**config.mk**
```make
export PLATFORM = sky130hd
export DESIGN_NAME = meas_handshake_outputs
export DESIGN_NICKNAME = d
export VERILOG_FILES = /design/src/verilog/meas_handshake_pkg.sv /design/src/verilog/meas_handshake_outputs.sv
export SDC_FILE = /design/constraint.sdc
export NUM_CORES = 1
export LEC_CHECK = 0
export ABC_AREA = 1
export BUFFER_PORTS_ARGS = -buffer_cell sky130_fd_sc_hd__clkbuf_2
export CAP_MARGIN = 20
export CORE_ASPECT_RATIO = 0.9
export CORE_UTILIZATION = 50
export CTS_BUF_LIST = sky130_fd_sc_hd__clkbuf_8 sky130_fd_sc_hd__clkbuf_16
export CTS_CLUSTER_DIAMETER = 40
export CTS_CLUSTER_SIZE = 8
export DETAILED_ROUTE_END_ITERATION = 12
export GPL_TIMING_DRIVEN = 0
export PLACE_DENSITY = 0.76
export SLEW_MARGIN = 20
export SYNTH_ARGS = -nofsm -noshare
export SYNTH_HDL_FRONTEND = slang
export SYNTH_SLANG_ARGS = --single-unit
```
**constraint.sdc**
```tcl
create_clock -name mclk -period 2.33 [get_ports mclk]
set_clock_uncertainty 0.05 [all_clocks]
set_input_delay 0 -clock mclk [delete_from_list [all_inputs] [get_ports mclk]]
set_output_delay 0 -clock mclk [all_outputs]
set_load 0.05 [all_outputs]
```
**src/verilog/meas_handshake_pkg.sv**
```systemverilog
// Purpose: shared constants and types for the measurement handshake block
// Assumes: 20 MHz system clock; all times held in microseconds
// Notes: cycle counts are derived inside the block from US_CYCLES
package meas_handshake_pkg;

    // ==========================================================
    // clock
    localparam int CLOCK_HZ = 20_000_000;
    localparam int US_PER_S = 1_000_000;
    localparam int US_CYCLES_DEFAULT = CLOCK_HZ / US_PER_S;
    localparam logic [19:0] US_PER_MS = 20'h003E8;

    // ==========================================================
    // controller side timing, kept for the bench
    localparam logic [19:0] MEAS_TRIGGER_MIN_WIDTH_US = 20'h001F4;
    localparam logic [19:0] SETTLE_US = 20'h00BB8;
    localparam logic [19:0] FAULT_RESPONSE_US = 20'h005DC;
    localparam int SYNC_STAGES = 2;

    // ==========================================================
    // measurement interval, single quantity
    localparam logic [19:0] MEAS_S_FASTEST_US = 20'h00D48;
    localparam logic [19:0] MEAS_S_FAST_US = 20'h02C88;
    localparam logic [19:0] MEAS_S_MED50_US = 20'h0A1B8;
    localparam logic [19:0] MEAS_S_MED60_US = 20'h08660;
    localparam logic [19:0] MEAS_S_SLOW50_US = 20'h262F0;
    localparam logic [19:0] MEAS_S_SLOW60_US = 20'h24928;
    // measurement interval, dual quantity
    localparam logic [19:0] MEAS_D_FASTEST_US = 20'h01A90;
    localparam logic [19:0] MEAS_D_FAST_US = 20'h05910;
    localparam logic [19:0] MEAS_D_MED50_US = 20'h14370;
    localparam logic [19:0] MEAS_D_MED60_US = 20'h10CC0;
    localparam logic [19:0] MEAS_D_SLOW50_US = 20'h3EF08;
    localparam logic [19:0] MEAS_D_SLOW60_US = 20'h3D540;
    // averaging overhead
    localparam logic [19:0] OVH_S_US = 20'h00578;
    localparam logic [19:0] OVH_D_US = 20'h00AF0;
    localparam logic [19:0] OVH_S_SLOW50_US = 20'h0DC50;
    localparam logic [19:0] OVH_S_SLOW60_US = 20'h0C288;
    localparam logic [19:0] OVH_D_SLOW50_US = 20'h0E1C8;
    localparam logic [19:0] OVH_D_SLOW60_US = 20'h0C800;

    // ==========================================================
    // calculation interval
    localparam logic [19:0] CALC_BASE_US = 20'h0012C;
    localparam logic [19:0] CALC_STATS_US = 20'h0012C;
    localparam logic [19:0] CALC_REFTOL_US = 20'h00096;

    // ==========================================================
    // end-of-conversion hold under internal triggering
    localparam logic [19:0] EOC_INT_FASTEST_US = 20'h003E8;
    localparam logic [19:0] EOC_INT_FAST_US = 20'h01388;
    localparam logic [19:0] EOC_INT_MEDIUM_US = 20'h04E20;
    localparam logic [19:0] EOC_INT_SLOW_US = 20'h0C350;

    // ==========================================================
    // reset values
    localparam logic EOC_RESET = 1'b1;
    localparam logic READY_RESET = 1'b1;
    localparam logic FAULT_RESET = 1'b0;

    // ==========================================================
    // types
    typedef enum logic [1:0] {
        MODE_DUAL = 2'h0,
        MODE_RES = 2'h1,
        MODE_VOLT = 2'h2
    } mode_t;

    typedef enum logic [1:0] {
        RATE_FASTEST = 2'h0,
        RATE_FAST = 2'h1,
        RATE_MEDIUM = 2'h2,
        RATE_SLOW = 2'h3
    } rate_t;

    typedef struct packed {
        logic extTrigger;
        logic eocPulse;
        logic faultModeLive;
        rate_t rate;
        mode_t mode;
        logic line60;
        logic statsOn;
        logic refTol;
    } cfg_t;

    typedef struct packed {
        logic high;
        logic inRange;
        logic low;
    } judge_t;

endpackage

```
**src/verilog/meas_handshake_outputs.sv**
```systemverilog
// Purpose: measurement cycle sequencer and control port output drivers
// Assumes: one clock, asynchronous active low reset, pins synchronised here
// Notes: outputs are logical levels; open-drain drive sits outside
`timescale 1ns/1ps
`default_nettype none

module meas_handshake_outputs
    import meas_handshake_pkg::*;
#(
    parameter int US_CYCLES = US_CYCLES_DEFAULT,
    parameter int AVG_W = 8,
    parameter int GP_W = 10
) (
    input wire logic mclk,
    input wire logic resetn,
    input wire cfg_t cfg,
    input wire logic [AVG_W-1:0] avgCount,
    input wire logic [19:0] delayUs,
    input wire logic [7:0] eocPulseMs,
    input wire logic calActive,
    input wire logic measTrigger,
    input wire logic probeFault,
    input wire judge_t resJudge,
    input wire judge_t voltJudge,
    input wire logic gpWrite,
    input wire logic [GP_W-1:0] gpData,
    output logic eoc,
    output logic removalReady,
    output logic faultOut,
    output judge_t resOut,
    output judge_t voltOut,
    output logic combinedPass,
    output logic [GP_W-1:0] gpOutputs
);

    // ==========================================================
    // types and helpers
    typedef enum logic [4:0] {
        ST_WAIT = 5'h01,
        ST_DELAY = 5'h02,
        ST_MEAS = 5'h04,
        ST_CALC = 5'h08,
        ST_SELFCAL = 5'h10
    } state_t;

    // microseconds to a down-count that ends at zero
    function automatic logic [31:0] toCount(input logic [31:0] us);
        logic [31:0] cyc;
        cyc = us * 32'(US_CYCLES);
        toCount = (cyc == 32'h0) ? 32'h0 : cyc - 32'h1;
    endfunction

    function automatic logic [19:0] measBaseUs(input cfg_t c);
        logic dual;
        dual = (c.mode == MODE_DUAL);
        case (c.rate)
            RATE_FASTEST: measBaseUs = dual ? MEAS_D_FASTEST_US :
                MEAS_S_FASTEST_US;
            RATE_FAST: measBaseUs = dual ? MEAS_D_FAST_US : MEAS_S_FAST_US;
            RATE_MEDIUM: begin
                if (dual) begin
                    measBaseUs = c.line60 ? MEAS_D_MED60_US : MEAS_D_MED50_US;
                end else begin
                    measBaseUs = c.line60 ? MEAS_S_MED60_US : MEAS_S_MED50_US;
                end
            end
            default: begin
                if (dual) begin
                    measBaseUs = c.line60 ? MEAS_D_SLOW60_US :
                        MEAS_D_SLOW50_US;
                end else begin
                    measBaseUs = c.line60 ? MEAS_S_SLOW60_US :
                        MEAS_S_SLOW50_US;
                end
            end
        endcase
    endfunction

    function automatic logic [19:0] overheadUs(input cfg_t c);
        logic dual;
        dual = (c.mode == MODE_DUAL);
        if (c.rate != RATE_SLOW) begin
            overheadUs = dual ? OVH_D_US : OVH_S_US;
        end else if (dual) begin
            overheadUs = c.line60 ? OVH_D_SLOW60_US : OVH_D_SLOW50_US;
        end else begin
            overheadUs = c.line60 ? OVH_S_SLOW60_US : OVH_S_SLOW50_US;
        end
    endfunction

    // ==========================================================
    // pin synchronisers
    logic trigMeta;
    logic trigSync;
    logic trigLast;
    logic faultMeta;
    logic faultLive;

    always_ff @(posedge mclk or negedge resetn) begin
        if (!resetn) begin
            trigMeta <= 1'b1;
            trigSync <= 1'b1;
            trigLast <= 1'b1;
        end else begin
            trigMeta <= measTrigger;
            trigSync <= trigMeta;
            trigLast <= trigSync;
        end
    end

    // two stages keep the live fault well inside its response time
    always_ff @(posedge mclk or negedge resetn) begin
        if (!resetn) begin
            faultMeta <= 1'b0;
            faultLive <= 1'b0;
        end else begin
            faultMeta <= probeFault;
            faultLive <= faultMeta;
        end
    end

    // ==========================================================
    // sequencer
    state_t state;
    state_t next_state;
    logic [31:0] phaseCount;
    logic [19:0] eocCount;
    logic [31:0] eocLoad;
    logic phaseDone;
    logic trigFall;
    logic trigAccept;
    logic calcDone;
    logic [31:0] measUs;
    logic [31:0] calcUs;
    logic [AVG_W-1:0] avgN;

    assign phaseDone = (phaseCount == 32'h0);
    assign trigFall = trigLast & ~trigSync;
    // internal mode restarts once the end flag period has run out
    assign trigAccept = (state == ST_WAIT) && !calActive &&
        (cfg.extTrigger ? trigFall : !eoc);
    assign calcDone = (state == ST_CALC) && phaseDone;
    assign avgN = (avgCount == '0) ? AVG_W'(1) : avgCount;

    always_comb begin
        measUs = 32'(measBaseUs(cfg));
        if (cfg.extTrigger) begin
            measUs = 32'(measBaseUs(cfg) - overheadUs(cfg)) * 32'(avgN) +
                32'(overheadUs(cfg));
        end
    end // internal mode keeps the base time

    always_comb begin
        calcUs = 32'(CALC_BASE_US);
        if (cfg.statsOn) begin
            calcUs = calcUs + 32'(CALC_STATS_US);
        end
        if (cfg.refTol) begin
            calcUs = calcUs + 32'(CALC_REFTOL_US);
        end
    end

    always_comb begin
        next_state = state;
        case (state)
            ST_WAIT: begin
                if (calActive) begin
                    next_state = ST_SELFCAL;
                end else if (trigAccept) begin
                    next_state = ST_DELAY;
                end
            end
            ST_DELAY: next_state = phaseDone ? ST_MEAS : ST_DELAY;
            ST_MEAS: next_state = phaseDone ? ST_CALC : ST_MEAS;
            ST_CALC: next_state = phaseDone ? ST_WAIT : ST_CALC;
            ST_SELFCAL: next_state = calActive ? ST_SELFCAL : ST_WAIT;
            default: next_state = ST_WAIT;
        endcase
    end

    always_ff @(posedge mclk or negedge resetn) begin
        if (!resetn) begin
            state <= ST_WAIT;
        end else begin
            state <= next_state;
        end
    end

    always_ff @(posedge mclk or negedge resetn) begin
        if (!resetn) begin
            phaseCount <= 32'h0;
        end else if (state == ST_WAIT && trigAccept) begin
            phaseCount <= toCount(32'(delayUs));
        end else if (!phaseDone) begin
            phaseCount <= phaseCount - 32'h1;
        end else if (state == ST_DELAY) begin
            phaseCount <= toCount(measUs);
        end else if (state == ST_MEAS) begin
            phaseCount <= toCount(calcUs);
        end
    end

    // ==========================================================
    // end flag and removal indicator
    always_comb begin
        eocLoad = 32'h0;
        if (cfg.eocPulse) begin
            eocLoad = 32'(eocPulseMs) * 32'(US_PER_MS);
        end else if (!cfg.extTrigger) begin
            case (cfg.rate)
                RATE_FASTEST: eocLoad = 32'(EOC_INT_FASTEST_US);
                RATE_FAST: eocLoad = 32'(EOC_INT_FAST_US);
                RATE_MEDIUM: eocLoad = 32'(EOC_INT_MEDIUM_US);
                default: eocLoad = 32'(EOC_INT_SLOW_US);
            endcase
        end
    end

    // width counter ticks in microseconds to stay narrow
    logic [7:0] usTick;
    logic usStep;
    assign usStep = (usTick == 8'(US_CYCLES - 1));

    always_ff @(posedge mclk or negedge resetn) begin
        if (!resetn) begin
            usTick <= 8'h00;
        end else if (calcDone || usStep) begin
            usTick <= 8'h00;
        end else begin
            usTick <= usTick + 8'h01;
        end
    end

    always_ff @(posedge mclk or negedge resetn) begin
        if (!resetn) begin
            eocCount <= 20'h00000;
        end else if (calcDone) begin
            eocCount <= eocLoad[19:0];
        end else if (usStep && eocCount != 20'h00000) begin
            eocCount <= eocCount - 20'h00001;
        end
    end

    // a completion always wins over any clearing condition
    always_ff @(posedge mclk or negedge resetn) begin
        if (!resetn) begin
            eoc <= EOC_RESET;
        end else if (calcDone) begin
            eoc <= 1'b1;
        end else if (trigAccept) begin
            eoc <= 1'b0;
        end else if ((cfg.eocPulse || !cfg.extTrigger) &&
                eocCount == 20'h00000) begin
            eoc <= 1'b0;
        end
    end

    always_ff @(posedge mclk or negedge resetn) begin
        if (!resetn) begin
            removalReady <= READY_RESET;
        end else begin
            removalReady <= (next_state != ST_MEAS);
        end
    end

    // ==========================================================
    // fault output
    logic faultSeen;

    always_ff @(posedge mclk or negedge resetn) begin
        if (!resetn) begin
            faultSeen <= 1'b0;
        end else if (state == ST_MEAS && faultLive) begin
            faultSeen <= 1'b1;
        end else if (state == ST_DELAY && phaseDone) begin
            faultSeen <= 1'b0;
        end
    end

    always_ff @(posedge mclk or negedge resetn) begin
        if (!resetn) begin
            faultOut <= FAULT_RESET;
        end else if (cfg.faultModeLive) begin
            faultOut <= faultLive;
        end else if (calcDone) begin
            faultOut <= faultSeen;
        end
    end

    // ==========================================================
    // judgments and general outputs
    always_ff @(posedge mclk or negedge resetn) begin
        if (!resetn) begin
            resOut <= '0;
            voltOut <= '0;
            combinedPass <= 1'b0;
        end else if (calcDone) begin
            resOut <= resJudge;
            voltOut <= voltJudge;
            case (cfg.mode)
                MODE_RES: combinedPass <= resJudge.inRange;
                MODE_VOLT: combinedPass <= voltJudge.inRange;
                default: combinedPass <= resJudge.inRange &
                    voltJudge.inRange;
            endcase
        end
    end

    always_ff @(posedge mclk or negedge resetn) begin
        if (!resetn) begin
            gpOutputs <= '0;
        end else if (gpWrite) begin
            gpOutputs <= gpData;
        end
    end
endmodule

`default_nettype wire

```
==> flow_metrics.py, run 1 <==
metrics = {
    "run_status": {
        "status": "finished, violations left",
        "failed_checks": "negative setup slack",
    },
    "detailed_routing": {
        "route.met2.wl_mm": 25.3,
        "wl_met1_mm": 23.1,
        "drc": 0,
        "wl_per_cell_um": 16.2,
        "drt-initial-drc-count": 1460,
        "top_layer": "met4",
        "postRouteAntennaNets": 0,
        "first_pass_iters": 5,
        "totalWireLength_mm": 53.3,
        "vias": 18000,
        "avgViaCountPerCell": 5.48,
        "wl_met3_mm": 3.92,
    },
    "clock_tree": {
        "clk_pin_slew_ns": 0.07,
        "h-tree-depth": 3,
        "cts_root_buffer": "clkbuf_16",
        "clockBufferDepth": 2,
        "cts_tree": "built",
        "clock_sinks": 91,
        "cts_made_buffers": 9,
        "worstSkewPairLatency_ns": 0.35,
    },
    "global_route": {
        "grt_pass1_vias": 17900,
        "grt_pass1_wl_mm": 85.9,
        "antenna_found_initial": 0,
        "grt_overflow": 0,
        "grt_max_degree": 92,
        "grt_usage": 0.283,
    },
    "critical_path": {
        "crit_slowest_cell": "fa_2",
        "cp-startpoint": "cfg[3]",
        "r2r-start": "phaseCount[0]",
        "rr_endpoint": "phaseCount[12]",
        "cp_max_fo": 7,
        "r2r_cells": 19,
        "cp.arrival_ns": 9.69,
        "crit_type": "input pin to flip-flop",
        "cp_common_cell": "nand2_2",
        "cpPeakStageDelay_ns": 0.59,
        "ff2ff_setup_slack_ns": -0.61,
        "critPathLaunchType": "input pin",
        "cp.required_ns": 2.51,
        "end_kind": "flip-flop",
    },
    "yosys": {
        "mappedNetlistArea_um2": 18200,
        "synth.largest_area_cell": "fa_1",
        "synth_seq_cells": 91,
        "synth.most_common_cell": "nand2_1",
        "ys_types": 65,
        "synth_area_leaders": "fa_1, ha_1, dfrtp_1",
        "avgSynthCellArea_um2": 7.01,
        "synthFlopType": "dfrtp_1",
        "synth_edf_count": 0,
        "ys_seq_area_frac": 0.126,
        "synth_nets": 3038,
        "synth_warnings": 0,
        "synth_top_area_frac": 0.163,
        "synth_commonest_cells": "nand2_1, inv_1, nor2_1, ha_1, a21oi_1",
        "synthCells": 2591,
        "synthArstFlopShare": 1.00,
    },
    "die": {
        "design.core.area_um2": 35400,
        "die_width_um": 203,
        "io_pins": 88,
        "die_h_um": 183,
        "start_util": 0.513,
        "fp-row-count": 65,
        "die_area_um2": 37100,
    },
    "run": {
        "cap_viol_max_count": 0,
    },
    "timing": {
        "timing.fmax_ghz": 0.105,
        "finalSetupTns_ns": -242.47,
        "fin_crit_ns": 9.51,
        "setup_viol": 62,
        "fin_ws_ns": -7.18,
        "finalHoldViolations": 0,
        "drv_slew": 0,
        "tightest_slew_ns": 0.823,
        "maxSlewHeadroom": 0.449,
        "rsz0062_at_grt": "yes",
        "fin_crit_sh": 4.08,
    },
    "finish": {
        "num-fill-cells": 2973,
        "final_nets": 3261,
        "final_layout_size_suffix_gt1_frac": 0.224,
        "syn_to_final_growth_pct": 24.7,
        "antenna_cells": 0,
    },
    "placement": {
        "hpwl_mm": 40.3,
        "gp_congestion": 0.991,
        "place_ws_ns": -8.51,
        "portBuffers": 84,
    },
    "min_path": {
        "hp-class": "input pin to flip-flop",
        "whs_endpoint": "eocCount[3]",
        "whs_path_depth": 4,
        "hold_start": "eocPulseMs[0]",
    },
}
==> metal layers <==
metal	GRT usage	up-vias
met1	0.386	8601
met2	0.471	646
li1	-	8668
met3	0.0466	103
met4	0.0583	0
met5	0	-
==> kinds of logic (layout without fill, tap and decap cells) <==
| kind of cell | after synthesis | count (layout) | synth area share |
|---|---|---|---|
| adder cells (fa/ha/maj) | 379 | 379 | 0.322 |
| multiplexers | 11 | 11 | 0.00676 |
| AND/OR/NAND/NOR | 1108 | 1108 | 0.264 |
| XOR/XNOR | 131 | 131 | 0.0644 |
| flip-flops | 91 | 91 | 0.126 |
| AO/OA/AOI/OAI | 354 | 354 | 0.106 |
| buffers and inverters | 517 | 745 | 0.110 |
==> registers in the layout, indices dropped and copies added (netlist names), 3 cells and up <==
register / flops
phaseCount: 32
state: 5
usTick: 8
resOut: 3
voltOut: 3
gpOutputs: 10
eocCount: 20
==> repair_timing <==
item / in CTS / in global routing
hold endpoints to repair: 108 / 0
resized for setup: 272 / 174
pin swaps: 121 / 108
hold buffers: 23 / 0
setup buffers: 68 / 35
setup endpoints to repair: 75 / 67
cloned: 4 / 3
==> worst max-delay path, delay by kind of cell <==
kind,cells,cell delay [ns]
AOI/OAI and AO/OA,15,2.35
buffers and inverters,8,0.74
and+or+nand+nor,25,2.80
adders and majority gates,10,3.75
==> layout by cell type, fill, tap and decap left out, types with 34 or more instances in the layout <==
cell / synthesis / layout
ha_4: 0 / 38
ha_1: 231 / 186
dfrtp_1: 85 / 84
nand3_1: 89 / 76
xor2_1: 81 / 78
buf_4: 3 / 89
clkbuf_2: 0 / 74
inv_1: 459 / 425
a21oi_1: 163 / 124
o21ai_0: 104 / 53
xnor2_1: 47 / 47
inv_2: 12 / 36
nand4_1: 36 / 36
nand2_1: 541 / 473
nor2_2: 11 / 34
a21oi_2: 2 / 35
o21ai_1: 26 / 47
nand2_2: 11 / 63
fa_1: 148 / 144
nor2_1: 317 / 270
==> metrics by stage <==
step	std cells	utilization	area (um^2)	hold WS, ns
2_1_floorplan	2591	-	18500	-0.346
5_1_grt	3288	0.640	22600	0.0607
3_5_place_dp	3144	0.552	19500	0.0392
3_3_place_gp	3144	0.552	19500	0.0399
6_report	3288	0.640	22600	0.0450
4_1_cts	3253	0.614	21700	0.0423
==> final cells by class <==
class                   count  area, um^2  share of cell area
multi-input cells        1983       15600               0.691
flip-flops and latches     91        2290               0.101
inverters                 476        1850              0.0816
repair buffers            212        1650              0.0728
well taps                 469         587              0.0259
plain buffers              41         348              0.0154
clock buffers              10         239              0.0106
clock inverters             6        41.3             0.00182
==> how the worst max path moves through the flow <==
stage               slack, ns  cells after the start        endpoint
floorplan               -6.59                     66  phaseCount[21]
global placement        -8.35                     53  phaseCount[12]
detailed placement      -8.51                     51  phaseCount[12]
CTS                     -6.99                     66  phaseCount[13]
global route            -7.71                     58   phaseCount[7]
finish                  -7.18                     58  phaseCount[23]
Power of run 1 is left out: the tool's default activity adds up to more than one toggle a clock period on the data nets, which glitch-free logic cannot reach.
==> run 2: changes to the inputs <==
- ABC_CLOCK_PERIOD_IN_PS: not set -> 2330
- CORE_MARGIN: not set -> 2
- PLACE_DENSITY: 0.76 -> 0.79
==> run 2 against run 1 <==
Effect of this change:
- the run still ends with negative setup slack left
- fmax is 0.66% lower
- hold slack gained 0.018 ns
- via count increased by 2.8%
- wire length grew 3.7%
- critical path type unchanged
==> flow_metrics.py, run 2 (same netlist as run 1, synthesis figures left out) <==
metrics = {
    "run_status": {
        "status": "finished, violations left",
        "failed_checks": "negative setup slack",
    },
    "run": {
        "cap_viol_max_count": 0,
    },
    "finish": {
        "final_common_cell": "nand2_1",
        "final_cell_area_um2": 23100,
        "final_nets": 3294,
        "antenna_cells": 0,
        "final_cell_mix": "nand2_1, inv_1, nor2_1",
        "reg_top3": "phaseCount: 32 flops, eocCount: 20 flops, gpOutputs: 10 flops",
        "syn_to_final_growth_pct": 27.1,
        "final_layout_size_suffix_gt1_frac": 0.241,
        "finish.utilization": 0.642,
        "num-fill-cells": 2918,
        "largest_register": "phaseCount",
        "largest_register_ffs": 32,
    },
    "critical_path": {
        "cp_top_family": "adder cells",
        "r2r-start": "phaseCount[1]",
        "cp.arrival_ns": 9.76,
        "end_kind": "flip-flop",
        "critPathLaunchType": "input pin",
        "cp.required_ns": 2.52,
        "cpPeakStageDelay_ns": 0.54,
        "cp-startpoint": "cfg[5]",
        "cp_max_fo": 6,
        "crit_slowest_cell": "fa_1",
        "crit_type": "input pin to flip-flop",
        "worst-path-buf-inv": 11,
    },
    "detailed_routing": {
        "totalWireLength_mm": 55.3,
        "vias": 18500,
        "postRouteAntennaNets": 0,
        "drt-initial-drc-count": 1544,
        "wl_per_cell_um": 16.6,
        "drc": 0,
        "avgViaCountPerCell": 5.56,
        "first_pass_iters": 6,
    },
    "clock_tree": {
        "h-tree-depth": 3,
        "worstSkewPairLatency_ns": 0.37,
        "cts_tree": "built",
        "clock_sinks": 91,
        "cts_made_buffers": 9,
        "cts_root_buffer": "clkbuf_16",
        "clk_pin_slew_ns": 0.07,
        "clockBufferDepth": 2,
    },
    "timing": {
        "maxSlewHeadroom": 0.449,
        "fin_ws_ns": -7.24,
        "drv_slew": 0,
        "finalHoldViolations": 0,
        "timing.fmax_ghz": 0.104,
        "whs_ns": 0.0628,
        "setup_viol": 54,
        "rsz0062_at_grt": "yes",
        "tightest_slew_ns": 0.820,
        "finalSetupTns_ns": -241.91,
        "fin_crit_sh": 4.11,
        "fin_crit_ns": 9.57,
    },
    "global_route": {
        "grt_max_degree": 92,
        "antenna_found_initial": 0,
        "grt_pass1_wl_mm": 87.1,
        "grt_pass1_vias": 18200,
        "grt_overflow": 0,
        "grt_usage": 0.282,
    },
    "min_path": {
        "hold_start": "delayUs[1]",
        "hp-class": "input pin to flip-flop",
    },
    "placement": {
        "placed_area_um2": 19500,
        "portBuffers": 84,
        "hpwl_mm": 40.5,
        "gp_congestion": 0.957,
    },
    "die": {
        "io_pins": 88,
        "die_area_um2": 37800,
        "die_h_um": 185,
        "design.core.area_um2": 35900,
        "die_width_um": 205,
        "fp-row-count": 66,
        "start_util": 0.505,
    },
}
run 2: changes by cell type in the layout (fill, tap and decap cells not counted), sizes merged:
cell | before | now
clkinvlp | 3 | 1
clkbuf | 119 | 118
buf | 121 | 153
inv | 472 | 474
clkinv | 7 | 8
dlygate4sd3 | 23 | 24
run 2: layer usage:
metal  global-route usage  routed length, um  part of all wire  vias up
li1                     -                  -                 -     8719
met4               0.0739               1610             0.029        0
met2                0.477              26200              0.47      709
met5                    0                  0                 0        -
met3               0.0444               3670             0.066      165
met1                0.374              23800              0.43     8921
run 2: per-stage QoR:
stage               setup WS, ns  cells
CTS                        -6.85   3292
finish                     -7.24   3328
detailed placement         -8.40   3151
global placement           -8.31   3151
global route               -7.74   3328
floorplan                  -6.59   2591
run 2: cell type report:
cell class / count / area (um^2) / share of cell area
clock inverters: 7 / 76.3 / 0.00331
multi-input cells: 1983 / 15800 / 0.684
clock buffers: 9 / 225 / 0.00977
plain buffers: 41 / 352 / 0.0152
repair buffers: 245 / 1900 / 0.0826
well taps: 476 / 596 / 0.0258
inverters: 476 / 1860 / 0.0805
flip-flops and latches: 91 / 2290 / 0.0991
run 2: path summary, 6_finish.rpt:
check	cells after the start	slack [ns]	endpoint
min in group asynchronous	2	0.22	usTick[5]
worst min register to register	0	0.30	faultLive
worst max-delay path	54	-7.24	phaseCount[11]
worst min-delay path	6	0.06	phaseCount[3]
max in group asynchronous	2	1.44	phaseCount[0]
worst max register to register	18	-0.61	phaseCount[31]
run 2: worst register-to-register path, cell delays in order (launching register included):
cell	delay (ns)
dfrtp_1	0.39
buf_4	0.14
nor2_1	0.13
nand3_1	0.16
nor4_4	0.41
nand2_1	0.21
nor2_2	0.20
inv_2	0.06
nor2_2	0.11
nand2_2	0.08
nor2_2	0.15
inv_2	0.05
nor2_2	0.08
nand2_1	0.09
nor2_1	0.12
xnor2_1	0.09
a21oi_1	0.15
nand2_1	0.08
a21oi_1	0.12
run 2: timing repair:
action                                  4_1_cts  5_1_grt
resized for setup                           335      158
setup buffers                                94       40
pin swaps                                   145      109
gates cloned                                  7        0
endpoints found under the hold margin       109        0
hold buffers                                 24        0
endpoints found under the setup margin       75       75
Power of run 2 is left out for the same reason.
==> run 3: changes to the inputs <==
- ABC_CLOCK_PERIOD_IN_PS: 2330 -> 11600
- CORE_UTILIZATION: 50 -> 26
- PLACE_DENSITY: 0.79 -> 0.49
- clock period: 2.33 -> 11.6 ns (I/O delays scaled with it)
==> run 3 against run 2 <==
Effect of this change:
- via count is 11% lower
- the run now ends clean
- first-iteration DRC count fell by 33%
- setup slack better by 8.1 ns
- non-clock buffer count shrank 130
- sequential cell count did not move
- hold slack worse by 0.032 ns
==> flow_metrics.py, run 3 (same netlist as run 1, synthesis figures left out) <==
metrics = {
    "finish": {
        "largest_register_ffs": 32,
        "final_cell_mix": "nand2_1, inv_1, nor2_1",
        "final_common_cell": "nand2_1",
        "final_nets": 3164,
        "syn_to_final_growth_pct": 12.6,
        "largest_register": "phaseCount",
        "final_layout_size_suffix_gt1_frac": 0.0838,
        "antenna_cells": 0,
        "reg_top3": "phaseCount: 32 flops, eocCount: 20 flops, gpOutputs: 10 flops",
    },
    "clock_tree": {
        "worstSkewPairLatency_ns": 0.38,
        "clockBufferDepth": 2,
        "cts_tree": "built",
        "clk_pin_slew_ns": 0.07,
        "cts_root_buffer": "clkbuf_16",
        "h-tree-depth": 3,
        "cts_made_buffers": 9,
        "clock_sinks": 91,
    },
    "timing": {
        "fin_ws_ns": 0.857,
        "setup_viol": 0,
        "finalSetupTns_ns": 0,
        "fin_crit_sh": 0.926,
        "maxSlewHeadroom": 0.401,
        "drv_slew": 0,
        "timing.fmax_ghz": 0.0931,
        "fin_crit_ns": 10.74,
        "finalHoldViolations": 0,
        "tightest_slew_ns": 0.892,
    },
    "placement": {
        "portBuffers": 84,
        "gp_congestion": 0.878,
        "place_ws_ns": -0.00451,
        "hpwl_mm": 43.3,
    },
    "detailed_routing": {
        "vias": 16500,
        "totalWireLength_mm": 50.7,
        "drt-initial-drc-count": 1035,
        "wl_per_cell_um": 13.9,
        "avgViaCountPerCell": 4.51,
        "postRouteAntennaNets": 0,
        "drc": 0,
        "first_pass_iters": 5,
    },
    "critical_path": {
        "cpPeakStageDelay_ns": 0.54,
        "critPathLaunchType": "input pin",
        "cp_common_cell": "nand2_1",
        "end_kind": "flip-flop",
        "crit_type": "input pin to flip-flop",
        "crit_slowest_cell": "fa_1",
        "cp_max_fo": 10,
        "cp.arrival_ns": 10.94,
        "cp.required_ns": 11.80,
    },
    "global_route": {
        "grt_pass1_vias": 16200,
        "grt_overflow": 0,
        "grt_usage": 0.144,
        "antenna_found_initial": 2,
        "grt_max_degree": 66,
        "grt_pass1_wl_mm": 83.6,
    },
    "die": {
        "die_width_um": 283,
        "io_pins": 88,
        "die_h_um": 255,
        "start_util": 0.264,
        "fp-row-count": 91,
        "die_area_um2": 71900,
        "design.core.area_um2": 68800,
    },
    "min_path": {
        "hp-class": "input pin to flip-flop",
    },
    "run_status": {
        "status": "completed",
    },
    "run": {
        "cap_viol_max_count": 0,
    },
}
run 3: final timing paths:
check | start | depth (start not counted) | slack [ns] | end
worst max-delay path | cfg[3] | 58 | 0.86 | phaseCount[5]
worst min-delay path | delayUs[19] | 5 | 0.03 | phaseCount[24]
worst max register to register | phaseCount[0] | 14 | 8.29 | eocCount[8]
worst min register to register | faultMeta | 0 | 0.31 | faultLive
max in group asynchronous | resetn | 4 | 10.11 | resOut[0]
min in group asynchronous | resetn | 3 | 0.57 | voltOut[1]
run 3: what timing repair did:
| action | in CTS | in global routing |
|---|---|---|
| setup endpoints to repair | 0 | 32 |
| buffers inserted | 0 | 4 |
| gates resized for setup | 0 | 17 |
| hold endpoints to repair | 113 | 0 |
| hold buffers | 26 | 0 |
run 3: metrics by stage:
step	cells	hold WS (ns)	cell area (um^2)	util
3_3_place_gp	3605	0.0390	19700	0.287
2_1_floorplan	2591	-0.346	18200	-
5_1_grt	3652	0.0849	20400	0.297
3_5_place_dp	3606	-0.143	19800	0.288
4_1_cts	3648	0.0230	20300	0.296
6_report	3652	0.0311	20400	0.297
run 3: cell type report:
type | instances | area (um^2)
clock buffers | 9 | 225
well taps | 930 | 1160
plain buffers | 41 | 213
clock inverters | 7 | 76.3
inverters | 476 | 1790
repair buffers | 115 | 747
flip-flops and latches | 91 | 2280
fillers | 7718 | 48300
multi-input cells | 1983 | 13900
run 3: worst max-delay path: cells and delay by family:
family | cells | cell delay [ns]
adder cells (fa/ha/maj) | 11 | 4.22
AND/OR/NAND/NOR | 24 | 3.55
AO/OA/AOI/OAI | 12 | 1.85
buffers and inverters | 10 | 1.10
XOR/XNOR | 1 | 0.23
run 3: routing by layer:
| layer | global-route usage | up-vias | wire length [um] |
|---|---|---|---|
| li1 | - | 8458 | - |
| met1 | 0.211 | 7707 | 25900 |
| met2 | 0.230 | 262 | 22500 |
| met3 | 0.0182 | 30 | 1840 |
| met4 | 0.0187 | 4 | 418 |
| met5 | 0 | - | 23 |
Power of run 3 is left out for the same reason.
